## src/etc_pkg.sv

```systemverilog
// Shared constants and types for the exposure time control block
package etc_pkg;

  localparam int ADDR_W = 8;
  localparam int DATA_W = 32;
  localparam int RAW_W  = 12;
  localparam int TICK_W = 24;
  localparam int PROD_W = RAW_W + TICK_W;

  // Register word offsets
  localparam logic [ADDR_W-1:0] OFF_CTRL     = 8'h00;
  localparam logic [ADDR_W-1:0] OFF_MULT     = 8'h04;
  localparam logic [ADDR_W-1:0] OFF_TICK     = 8'h08;
  localparam logic [ADDR_W-1:0] OFF_DURATION = 8'h0c;
  localparam logic [ADDR_W-1:0] OFF_AUTO_DUR = 8'h10;
  localparam logic [ADDR_W-1:0] OFF_STATUS   = 8'h14;

  // Control and status bit positions
  localparam int CTRL_PW_BIT      = 0;
  localparam int CTRL_AUTO_BIT    = 1;
  localparam int CTRL_TRIG_EN_BIT = 2;
  localparam int CTRL_W           = 3;
  localparam int STAT_ACTIVE_BIT  = 0;
  localparam int STAT_BUSY_BIT    = 1;
  localparam int STAT_AUTO_BIT    = 2;

  // Value ranges and reset values
  localparam logic [RAW_W-1:0]  RAW_MIN       = 12'h001;
  localparam logic [RAW_W-1:0]  RAW_MAX       = 12'hfff;
  localparam logic [RAW_W-1:0]  RAW_RST       = 12'h064;
  localparam logic [TICK_W-1:0] TICK_MIN      = 24'h000001;
  localparam logic [TICK_W-1:0] TICK_MAX      = 24'h989680;
  localparam logic [TICK_W-1:0] TICK_RST_STD  = 24'h000014;
  localparam logic [TICK_W-1:0] TICK_RST_SLOW = 24'h00001f;
  localparam logic [TICK_W-1:0] SLOW_STEP_US  = 24'h00001f;
  localparam logic [32:0]       SLOW_UNITS_MAX = 33'h00004ec14;
  localparam logic [PROD_W-1:0] EXP_MAX_STD   = 36'h000989680;
  localparam logic [PROD_W-1:0] EXP_MAX_SLOW  = 36'h00001f000;
  localparam logic [CTRL_W-1:0] CTRL_RST      = 3'h0;

  // Timing: one microsecond in core clock cycles
  localparam int US_NS         = 1000;
  localparam int CLK_PERIOD_NS = 40;
  localparam int CYCLES_PER_US = (US_NS + CLK_PERIOD_NS - 1) / CLK_PERIOD_NS;
  localparam int US_CNT_W      = 5;
  localparam logic [US_CNT_W-1:0] US_LAST = US_CNT_W'(CYCLES_PER_US - 1);

  // Divider runs one quotient bit per cycle
  localparam logic [5:0] DIV_STEPS = 6'h21;

  typedef struct packed {
    logic [ADDR_W-1:0] addr;
    logic [DATA_W-1:0] wdata;
    logic              wr;
    logic              rd;
  } etc_bus_s;

  typedef enum logic [1:0] {ST_IDLE, ST_TIMED, ST_PULSE} etc_exp_e;
  typedef enum logic {OP_ABS, OP_TICK} etc_divop_e;

endpackage

```

## src/etc_exposure_time_control.sv

```systemverilog
// Exposure duration control: multiplier, tick period, direct duration and exposure timer
//
// Chosen here: the address map and the plain strobed port.
`timescale 1ns/1ps
module etc_exposure_time_control #(
  parameter bit SLOW_SENSOR = 1'b0
) (
  input  wire logic                          core_clk,               // 25 MHz core clock
  input  wire logic                          rst_n,                  // Async reset, active low
  input  wire etc_pkg::etc_bus_s             regReq,                 // Register request
  output logic        [etc_pkg::DATA_W-1:0]  regRdata,               // Read data, cycle after read
  input  wire logic                          external_trigger_input, // Trigger pin level
  output logic                               exposureActive,         // High while exposing
  output logic                               readoutStart            // Pulse at end of exposure
);

  logic rstSync1;
  logic rstSync2;

  always_ff @(posedge core_clk or negedge rst_n) begin
    if (!rst_n) begin
      rstSync1 <= 1'b0;
      rstSync2 <= 1'b0;
    end else begin
      rstSync1 <= 1'b1;
      rstSync2 <= rstSync1;
    end
  end

  wire logic coreRst_n = rstSync2;

  // Register state
  logic [etc_pkg::CTRL_W-1:0] ctrl;
  logic [etc_pkg::RAW_W-1:0]  mult;
  logic [etc_pkg::TICK_W-1:0] tick;
  logic [etc_pkg::DATA_W-1:0] autoDur;

  // Divider state
  logic                         divBusy;
  etc_pkg::etc_divop_e          divOp;
  logic [5:0]                   divCnt;
  logic [32:0]                  divQuo;
  logic [24:0]                  divRem;
  logic [etc_pkg::TICK_W-1:0]   divDen;

  // Exposure timer state
  etc_pkg::etc_exp_e             expState;
  logic [etc_pkg::US_CNT_W-1:0]  usCnt;
  logic [etc_pkg::TICK_W-1:0]    lenCnt;
  logic [etc_pkg::TICK_W-1:0]    lenUs;
  logic [etc_pkg::PROD_W-1:0]    tickCnt;
  logic [etc_pkg::PROD_W-1:0]    targetTicks;
  logic                          trigPrev;

  // Bus decode
  wire logic wrCtrl = regReq.wr && regReq.addr == etc_pkg::OFF_CTRL;
  wire logic wrMult = regReq.wr && regReq.addr == etc_pkg::OFF_MULT && !divBusy;
  wire logic wrTick = regReq.wr && regReq.addr == etc_pkg::OFF_TICK && !divBusy;
  wire logic wrDur  = regReq.wr && regReq.addr == etc_pkg::OFF_DURATION && !divBusy;
  wire logic wrAuto = regReq.wr && regReq.addr == etc_pkg::OFF_AUTO_DUR;

  wire logic pwMode     = ctrl[etc_pkg::CTRL_PW_BIT];
  wire logic autoActive = ctrl[etc_pkg::CTRL_AUTO_BIT] && !pwMode;
  wire logic trigEn     = ctrl[etc_pkg::CTRL_TRIG_EN_BIT];

  // Duration view and variant limit
  wire logic [etc_pkg::PROD_W-1:0] expMax  = SLOW_SENSOR ? etc_pkg::EXP_MAX_SLOW : etc_pkg::EXP_MAX_STD;
  wire logic [etc_pkg::PROD_W-1:0] product = etc_pkg::PROD_W'(mult) * etc_pkg::PROD_W'(tick);
  wire logic                       overMax = product > expMax;
  // Readback always recomputed, so raw and standard tick writes show at once; slow tick writes once the divider ends
  wire logic [etc_pkg::PROD_W-1:0] durView = overMax ? expMax : product;

  // Raw write clamp to the legal range
  wire logic [etc_pkg::DATA_W-1:0] wd = regReq.wdata;
  wire logic [etc_pkg::RAW_W-1:0]  multWr =
    (wd == '0) ? etc_pkg::RAW_MIN :
    (wd > {20'h00000, etc_pkg::RAW_MAX}) ? etc_pkg::RAW_MAX : wd[etc_pkg::RAW_W-1:0];

  // Standard tick write: 1 us steps, capped
  wire logic [etc_pkg::TICK_W-1:0] tickWrStd =
    (wd == '0) ? etc_pkg::TICK_MIN :
    (wd > {8'h00, etc_pkg::TICK_MAX}) ? etc_pkg::TICK_MAX : wd[etc_pkg::TICK_W-1:0];

  // Divider operands; adding half the divisor makes truncation round to nearest
  wire logic [32:0] numAbs  = {1'b0, wd} + {10'h000, tick[etc_pkg::TICK_W-1:1]};
  wire logic [32:0] numTick = {1'b0, wd} + {10'h000, etc_pkg::SLOW_STEP_US[etc_pkg::TICK_W-1:1]};
  wire logic [25:0] divTrial = {1'b0, divRem[23:0], divQuo[32]} - {2'b00, divDen};
  wire logic        divFit   = !divTrial[25];
  wire logic        divLast  = divCnt == etc_pkg::DIV_STEPS - 6'h01;
  wire logic [32:0] quoNext  = {divQuo[31:0], divFit};

  // Conversion results
  wire logic [etc_pkg::RAW_W-1:0] multConv =
    (quoNext == '0) ? etc_pkg::RAW_MIN :
    (quoNext > {21'h000000, etc_pkg::RAW_MAX}) ? etc_pkg::RAW_MAX :
    quoNext[etc_pkg::RAW_W-1:0];
  wire logic [32:0] unitsConv =
    (quoNext == '0) ? 33'h000000001 :
    (quoNext > etc_pkg::SLOW_UNITS_MAX) ? etc_pkg::SLOW_UNITS_MAX : quoNext;
  wire logic [37:0] tickProd = 38'(unitsConv * 33'(etc_pkg::SLOW_STEP_US));
  wire logic [etc_pkg::TICK_W-1:0] tickConv = tickProd[etc_pkg::TICK_W-1:0];

  // Trigger edges
  wire logic trigRise = external_trigger_input && !trigPrev;
  wire logic trigFall = !external_trigger_input && trigPrev;

  // Timer step conditions
  wire logic usWrap   = usCnt == etc_pkg::US_LAST;
  wire logic lenWrap  = usWrap && lenCnt == lenUs - etc_pkg::TICK_W'(1);
  wire logic timedEnd = lenWrap && tickCnt == targetTicks - etc_pkg::PROD_W'(1);
  wire logic expStart = expState == etc_pkg::ST_IDLE && trigEn && trigRise;
  wire logic expEnd   = (expState == etc_pkg::ST_TIMED && timedEnd) ||
                        (expState == etc_pkg::ST_PULSE && trigFall);

  // Exposure length latched at start, so later writes never bend a running exposure
  wire logic [etc_pkg::PROD_W-1:0] autoClamp =
    (autoDur == '0) ? etc_pkg::PROD_W'(1) :
    (etc_pkg::PROD_W'(autoDur) > expMax) ? expMax : etc_pkg::PROD_W'(autoDur);
  wire logic [etc_pkg::TICK_W-1:0] startLen =
    (autoActive || overMax) ? etc_pkg::TICK_W'(1) : tick;
  wire logic [etc_pkg::PROD_W-1:0] startTicks =
    autoActive ? autoClamp : overMax ? expMax : etc_pkg::PROD_W'(mult);

  // Read mux
  wire logic [etc_pkg::DATA_W-1:0] statusWord =
    {29'h00000000, autoActive, divBusy, exposureActive};
  wire logic [etc_pkg::DATA_W-1:0] readMux =
    (regReq.addr == etc_pkg::OFF_CTRL)     ? {29'h00000000, ctrl} :
    (regReq.addr == etc_pkg::OFF_MULT)     ? {20'h00000, mult} :
    (regReq.addr == etc_pkg::OFF_TICK)     ? {8'h00, tick} :
    (regReq.addr == etc_pkg::OFF_DURATION) ? durView[etc_pkg::DATA_W-1:0] :
    (regReq.addr == etc_pkg::OFF_AUTO_DUR) ? autoDur :
    (regReq.addr == etc_pkg::OFF_STATUS)   ? statusWord : '0;

  always_ff @(posedge core_clk or negedge coreRst_n) begin
    if (!coreRst_n) begin
      regRdata <= '0;
    end else begin
      regRdata <= regReq.rd ? readMux : '0;
    end
  end

  // Control and auto duration
  always_ff @(posedge core_clk or negedge coreRst_n) begin
    if (!coreRst_n) begin
      ctrl    <= etc_pkg::CTRL_RST;
      autoDur <= '0;
    end else begin
      if (wrCtrl) begin
        ctrl <= wd[etc_pkg::CTRL_W-1:0];
      end
      if (wrAuto && autoActive) begin
        autoDur <= wd;
      end
    end
  end

  // Multiplier and tick period, written directly or by the divider
  always_ff @(posedge core_clk or negedge coreRst_n) begin
    if (!coreRst_n) begin
      mult <= etc_pkg::RAW_RST;
      tick <= SLOW_SENSOR ? etc_pkg::TICK_RST_SLOW : etc_pkg::TICK_RST_STD;
    end else begin
      if (wrMult) begin
        mult <= multWr;
      end else if (divBusy && divLast && divOp == etc_pkg::OP_ABS) begin
        mult <= multConv;
      end
      if (wrTick && !SLOW_SENSOR) begin
        tick <= tickWrStd;
      end else if (divBusy && divLast && divOp == etc_pkg::OP_TICK) begin
        tick <= tickConv;
      end
    end
  end

  // Restoring divider; bus writes to mult, tick and duration are dropped while busy
  always_ff @(posedge core_clk or negedge coreRst_n) begin
    if (!coreRst_n) begin
      divBusy <= 1'b0;
      divOp   <= etc_pkg::OP_ABS;
      divCnt  <= '0;
      divQuo  <= '0;
      divRem  <= '0;
      divDen  <= '0;
    end else if (divBusy) begin
      divQuo  <= quoNext;
      divRem  <= divFit ? divTrial[24:0] : {divRem[23:0], divQuo[32]};
      divCnt  <= divCnt + 6'h01;
      divBusy <= !divLast;
    end else if (wrDur) begin
      divBusy <= 1'b1;
      divOp   <= etc_pkg::OP_ABS;
      divCnt  <= '0;
      divQuo  <= numAbs;
      divRem  <= '0;
      divDen  <= tick;
    end else if (wrTick && SLOW_SENSOR) begin
      divBusy <= 1'b1;
      divOp   <= etc_pkg::OP_TICK;
      divCnt  <= '0;
      divQuo  <= numTick;
      divRem  <= '0;
      divDen  <= etc_pkg::SLOW_STEP_US;
    end
  end

  // Exposure timer: microseconds within a tick, ticks up to the target
  always_ff @(posedge core_clk or negedge coreRst_n) begin
    if (!coreRst_n) begin
      expState       <= etc_pkg::ST_IDLE;
      usCnt          <= '0;
      lenCnt         <= '0;
      lenUs          <= etc_pkg::TICK_MIN;
      tickCnt        <= '0;
      targetTicks    <= etc_pkg::PROD_W'(1);
      trigPrev       <= 1'b0;
      exposureActive <= 1'b0;
      readoutStart   <= 1'b0;
    end else begin
      trigPrev     <= external_trigger_input;
      readoutStart <= expEnd;
      unique case (expState)
        etc_pkg::ST_IDLE: begin
          if (expStart) begin
            expState       <= pwMode ? etc_pkg::ST_PULSE : etc_pkg::ST_TIMED;
            exposureActive <= 1'b1;
            usCnt          <= '0;
            lenCnt         <= '0;
            tickCnt        <= '0;
            lenUs          <= startLen;
            targetTicks    <= startTicks;
          end
        end
        etc_pkg::ST_TIMED: begin
          usCnt <= usWrap ? '0 : usCnt + etc_pkg::US_CNT_W'(1);
          if (lenWrap) begin
            lenCnt  <= '0;
            tickCnt <= tickCnt + etc_pkg::PROD_W'(1);
          end else if (usWrap) begin
            lenCnt <= lenCnt + etc_pkg::TICK_W'(1);
          end
          if (timedEnd) begin
            expState       <= etc_pkg::ST_IDLE;
            exposureActive <= 1'b0;
          end
        end
        etc_pkg::ST_PULSE: begin
          // Pulse width sets the duration; no count applies
          if (trigFall) begin
            expState       <= etc_pkg::ST_IDLE;
            exposureActive <= 1'b0;
          end
        end
        default: begin
          expState       <= etc_pkg::ST_IDLE;
          exposureActive <= 1'b0;
        end
      endcase
    end
  end

endmodule // etc_exposure_time_control

```

## config.mk

```make
export PLATFORM = sky130hd
export DESIGN_NAME = etc_exposure_time_control
export DESIGN_NICKNAME = d
export VERILOG_FILES = /design/src/etc_pkg.sv /design/src/etc_exposure_time_control.sv
export SDC_FILE = /design/constraint.sdc
export NUM_CORES = 2
export LEC_CHECK = 0
export ABC_AREA = 1
export BUFFER_PORTS_ARGS = -buffer_cell sky130_fd_sc_hd__buf_2
export CORE_MARGIN = 2
export CORE_UTILIZATION = 60
export CTS_CLUSTER_DIAMETER = 50
export CTS_CLUSTER_SIZE = 14
export DETAILED_ROUTE_END_ITERATION = 12
export GPL_ROUTABILITY_DRIVEN = 1
export PLACE_DENSITY = 0.77
export RECOVER_POWER = 100
export SLEW_MARGIN = 25
export SYNTH_ARGS = -nofsm -noshare
export SYNTH_HDL_FRONTEND = slang
export SYNTH_SLANG_ARGS = --single-unit
```

## constraint.sdc

```tcl
create_clock -name core_clk -period 16.7 [get_ports core_clk]
set_input_delay 0.835 -clock core_clk [delete_from_list [all_inputs] [get_ports core_clk]]
set_output_delay 0.835 -clock core_clk [all_outputs]
set_load 0.02 [all_outputs]
```

==> results.sh <==
export IMPL_core_sq_um=49900
export IMPL_row_count=82
export IMPL_drt_iter0_markers=2654
export IMPL_yosys_area_share_simple=0.251
export IMPL_status="finished, violations left"
export IMPL_synth_main_ff_cell="dfrtp_1"
export IMPL_htreeDepth=2
export IMPL_clock_skew_ns=0.0293
export IMPL_max_freq_mhz=108
export IMPL_tightest_slew_ns=3.89
export IMPL_syn_area_sq_um=30100
export IMPL_dr_pass1_iters=7
export IMPL_synth_seq_area_share=0.265
export IMPL_die_w_microns=228
export IMPL_max_stage_delay_ns=1.91
export IMPL_dp_hpwl_microns=66600
export IMPL_io_buffers=78
export IMPL_synth_compound_area_frac=0.116
export IMPL_setup_viol=0
export IMPL_die_area_sq_um=52000
export IMPL_gp_congestion=0.988
export IMPL_fillers=4562
export IMPL_final_cell_mix="nand2_1, inv_1, nor2_1"
export IMPL_grt_overflow_total=0
export IMPL_p_sw_mw=3.90
export IMPL_p_clk_frac=0.142
export IMPL_cts_tree="yes"
export IMPL_arrival_ns=9.75
export IMPL_fin_tns_setup_ns=0
export IMPL_fin_nets=4534
export IMPL_synth_fa_ha_area_frac=0.201
export IMPL_grt_use_total=0.346
export IMPL_synth_xor_area_frac=0.0500
export IMPL_clk_latency_ns=0.60
export IMPL_drcViolationCount=0
export IMPL_post_drt_wl_per_cell_microns=18.5
export IMPL_cts_root_buf="clkbuf_16"
export IMPL_finalCriticalPeriod_ns=9.29
export IMPL_synth_top_family_by_area="simple AND/OR/NAND/NOR gates"
export IMPL_grt_max_degree=75
export IMPL_cts_buffers=43
export IMPL_muxShareOfSynthArea=0
export IMPL_vdd_drop_max_mv=0.263
export IMPL_yosysWarnings=0
export IMPL_worstReg2RegEnd="lenUs[3]$_DFFE_PN0P_"
export IMPL_rrSetupSlack_ns=7.41
export IMPL_critPathLaunchType="register"
export IMPL_synthArstFlopShare=1.00
export IMPL_post_cts_buffers=0
export IMPL_synth_edf_count=0
export IMPL_fin_crit_sh=0.556
export IMPL_ant_nets=0
export IMPL_synth_nets=4534
export IMPL_via_per_inst=5.70
export IMPL_drv_slew=726
export IMPL_antenna_found_initial=1
export IMPL_r2r_cells=29
export IMPL_max_slew_margin=-1.59
export IMPL_violations="max-capacitance violations, max-slew violations"
export IMPL_crit_path_max_fanout=33
export IMPL_fin_total_pwr_mw=7.07
export IMPL_crit_required_ns=17.16
export IMPL_p_seq_frac=0.144
export IMPL_crit_path_top_delay_cell="nor2_1"
export IMPL_ys_ff_latch=319
export IMPL_hold_viol=0
export IMPL_floorplan_initialDensity=0.604
export IMPL_power_density_nw_per_um2=220
export IMPL_sw_frac_of_total=0.552
export IMPL_rsz0062_at_grt="no"
export IMPL_hp_class="in -> async"
export IMPL_ctsHoldBuffers=0
export IMPL_die_height_microns=228
export IMPL_max_cap_viol_count=13
export IMPL_endpoint_kind="register"
export IMPL_clock_tree_buffer_depth=3
export IMPL_area_growth_pct=6.89
export IMPL_vias=27602
export IMPL_startpoint="tick[15]$_DFFE_PN0P_"
export IMPL_cp_common_cell="nand2_1"
export IMPL_rr_startpoint="tick[15]$_DFFE_PN0P_"
export IMPL_final_common_cell="nand2_1"
export IMPL_io_pins=79
export IMPL_cts_resized=0
export IMPL_clk_pin_slew_ns=0.06
export IMPL_routed_wirelength_microns=89500
export IMPL_crit_type="reg -> reg"
export IMPL_p_int_mw=3.17
export IMPL_grt_pass1_wl_microns=143000
export IMPL_syn_inst=4138
export IMPL_synth_area_per_cell_sq_um=7.28
export IMPL_combPwrFrac=0.713
export IMPL_grt_pass1_vias=26973
export IMPL_drive_gt1_frac=0.0518
export IMPL_synth_distinct_cells=60
export IMPL_numClockSinks=319
export IMPL_p_leak_nw=16.7
[worst max-delay path: cells and delay by family (launching register included)]
kind,cells,cell delay [ns]
adder cells (fa/ha/maj),6,3.04
buffers and inverters,6,0.35
AO/OA/AOI/OAI,1,0.18
flip-flops,1,1.02
AND/OR/NAND/NOR,16,4.52
[sequential cells by signal, indices dropped and copies added (netlist names)]
| name | count |
|---|---|
| targetTicks | 32 |
| mult | 12 |
| rstSync1 | 1 |
| usCnt | 5 |
| readoutStart | 1 |
| divBusy | 1 |
| lenCnt | 24 |
| divQuo | 33 |
| ctrl | 3 |
| lenUs | 24 |
| expState | 2 |
| tick | 24 |
| divCnt | 6 |
| divRem | 24 |
| coreRst_n | 1 |
| autoDur | 32 |
| trigPrev | 1 |
| divDen | 24 |
| tickCnt | 36 |
| regRdata | 32 |
| exposureActive | 1 |
[cells by family after synthesis]
| family | count (synthesis) |
|---|---|
| buf+inv | 916 |
| compound gates | 599 |
| simple gates | 1780 |
| xor+xnor | 172 |
| flops | 319 |
| other cells | 1 |
| fa+ha+maj | 351 |
[per-stage QoR]
step           worst slack, ns  area (sq um)  std cells  utilization  hold slack (ns)
6_report                  7.41         32200       4844        0.646           0.0183
5_1_grt                   6.06         32200       4844        0.646           0.0224
4_1_cts                   9.58         32500       4843        0.651          0.00474
3_5_place_dp              9.62         30900       4765        0.621            0.335
3_3_place_gp              9.70         30900       4765        0.620            0.335
2_1_floorplan             7.16         30100       4138            -            0.331
[per-layer routing]
metal | GRT usage | routed length (microns)
met5 | 0 | 0
met4 | 0.155 | 4390
met3 | 0.0795 | 8860
met2 | 0.544 | 39900
met1 | 0.458 | 36400
[how the worst max path moves through the flow]
stage	to	slack, ns	cells past startpoint
floorplan	autoDur[0]$_DFFE_PN0P_	7.16	0
global placement	lenUs[0]$_DFFE_PN1P_	9.70	30
detailed placement	lenUs[3]$_DFFE_PN0P_	9.62	27
CTS	targetTicks[3]$_DFFE_PN0P_	9.58	29
global route	regRdata[7]$_DFF_PN0_	6.06	2
finish	lenUs[3]$_DFFE_PN0P_	7.41	29
[cell usage after synthesis, types with 3 or more instances]
cell type  number  share of area
nand2_1      1007           0.13
inv_1         750          0.093
nor2_1        340          0.042
dfrtp_1       312           0.26
o21ai_0       259          0.043
fa_1          222           0.15
nand3_1       182          0.030
a21oi_1       155          0.026
xor2_1        137          0.040
ha_1          129          0.054
clkbuf_1      117          0.015
nor3_1         80          0.013
nand4_1        52          0.011
nor4_1         36         0.0075
xnor2_1        35          0.010
a31oi_1        29         0.0060
nand2_2        28         0.0058
o21ai_2        25         0.0073
o221ai_1       20         0.0058
buf_1          15         0.0019
o21ai_1        15         0.0025
o211ai_1       14         0.0035
inv_2          13         0.0016
o22ai_1        13         0.0027
o32ai_1        13         0.0038
o21bai_1       12         0.0030
nand3b_1       11         0.0027
a21oi_2        10         0.0029
buf_2           9         0.0015
or2_2           9         0.0019
o31ai_1         8         0.0020
dfstp_2         7         0.0061
nor2_2          7         0.0015
o21a_1          7         0.0017
buf_6           6         0.0022
a21o_1          5         0.0012
nor3b_1         5         0.0012
nor3_2          4         0.0013
a221o_1         3         0.0010
a32o_1          3         0.0010
and2_1          3        0.00062
nand3_2         3         0.0010
nor2_4          3         0.0011
[power by group through the flow]
stage,clock network [mW],logic (mW),registers (mW)
final,1.01,5.04,1.02
after global routing,1.05,5.80,1.03
after CTS,1.01,5.09,1.01
after detailed placement,0,5.06,1.02
after global placement,0,5.01,1.02
after floorplan,0,3.91,0.937
[final cells by class]
cell class / instances / area (sq um) / area share
Inverter: 765 / 2870 / 0.0892
Sequential cell: 319 / 8000 / 0.248
Tap cell: 672 / 841 / 0.0261
Clock buffer: 47 / 1100 / 0.0342
Antenna cell: 1 / 2.50 / 0.0000777
Multi-Input combinational cell: 2903 / 18400 / 0.573
Clock inverter: 31 / 443 / 0.0138
Timing Repair Buffer: 106 / 502 / 0.0156
No activity file was read; power rests on OpenSTA's default activity.
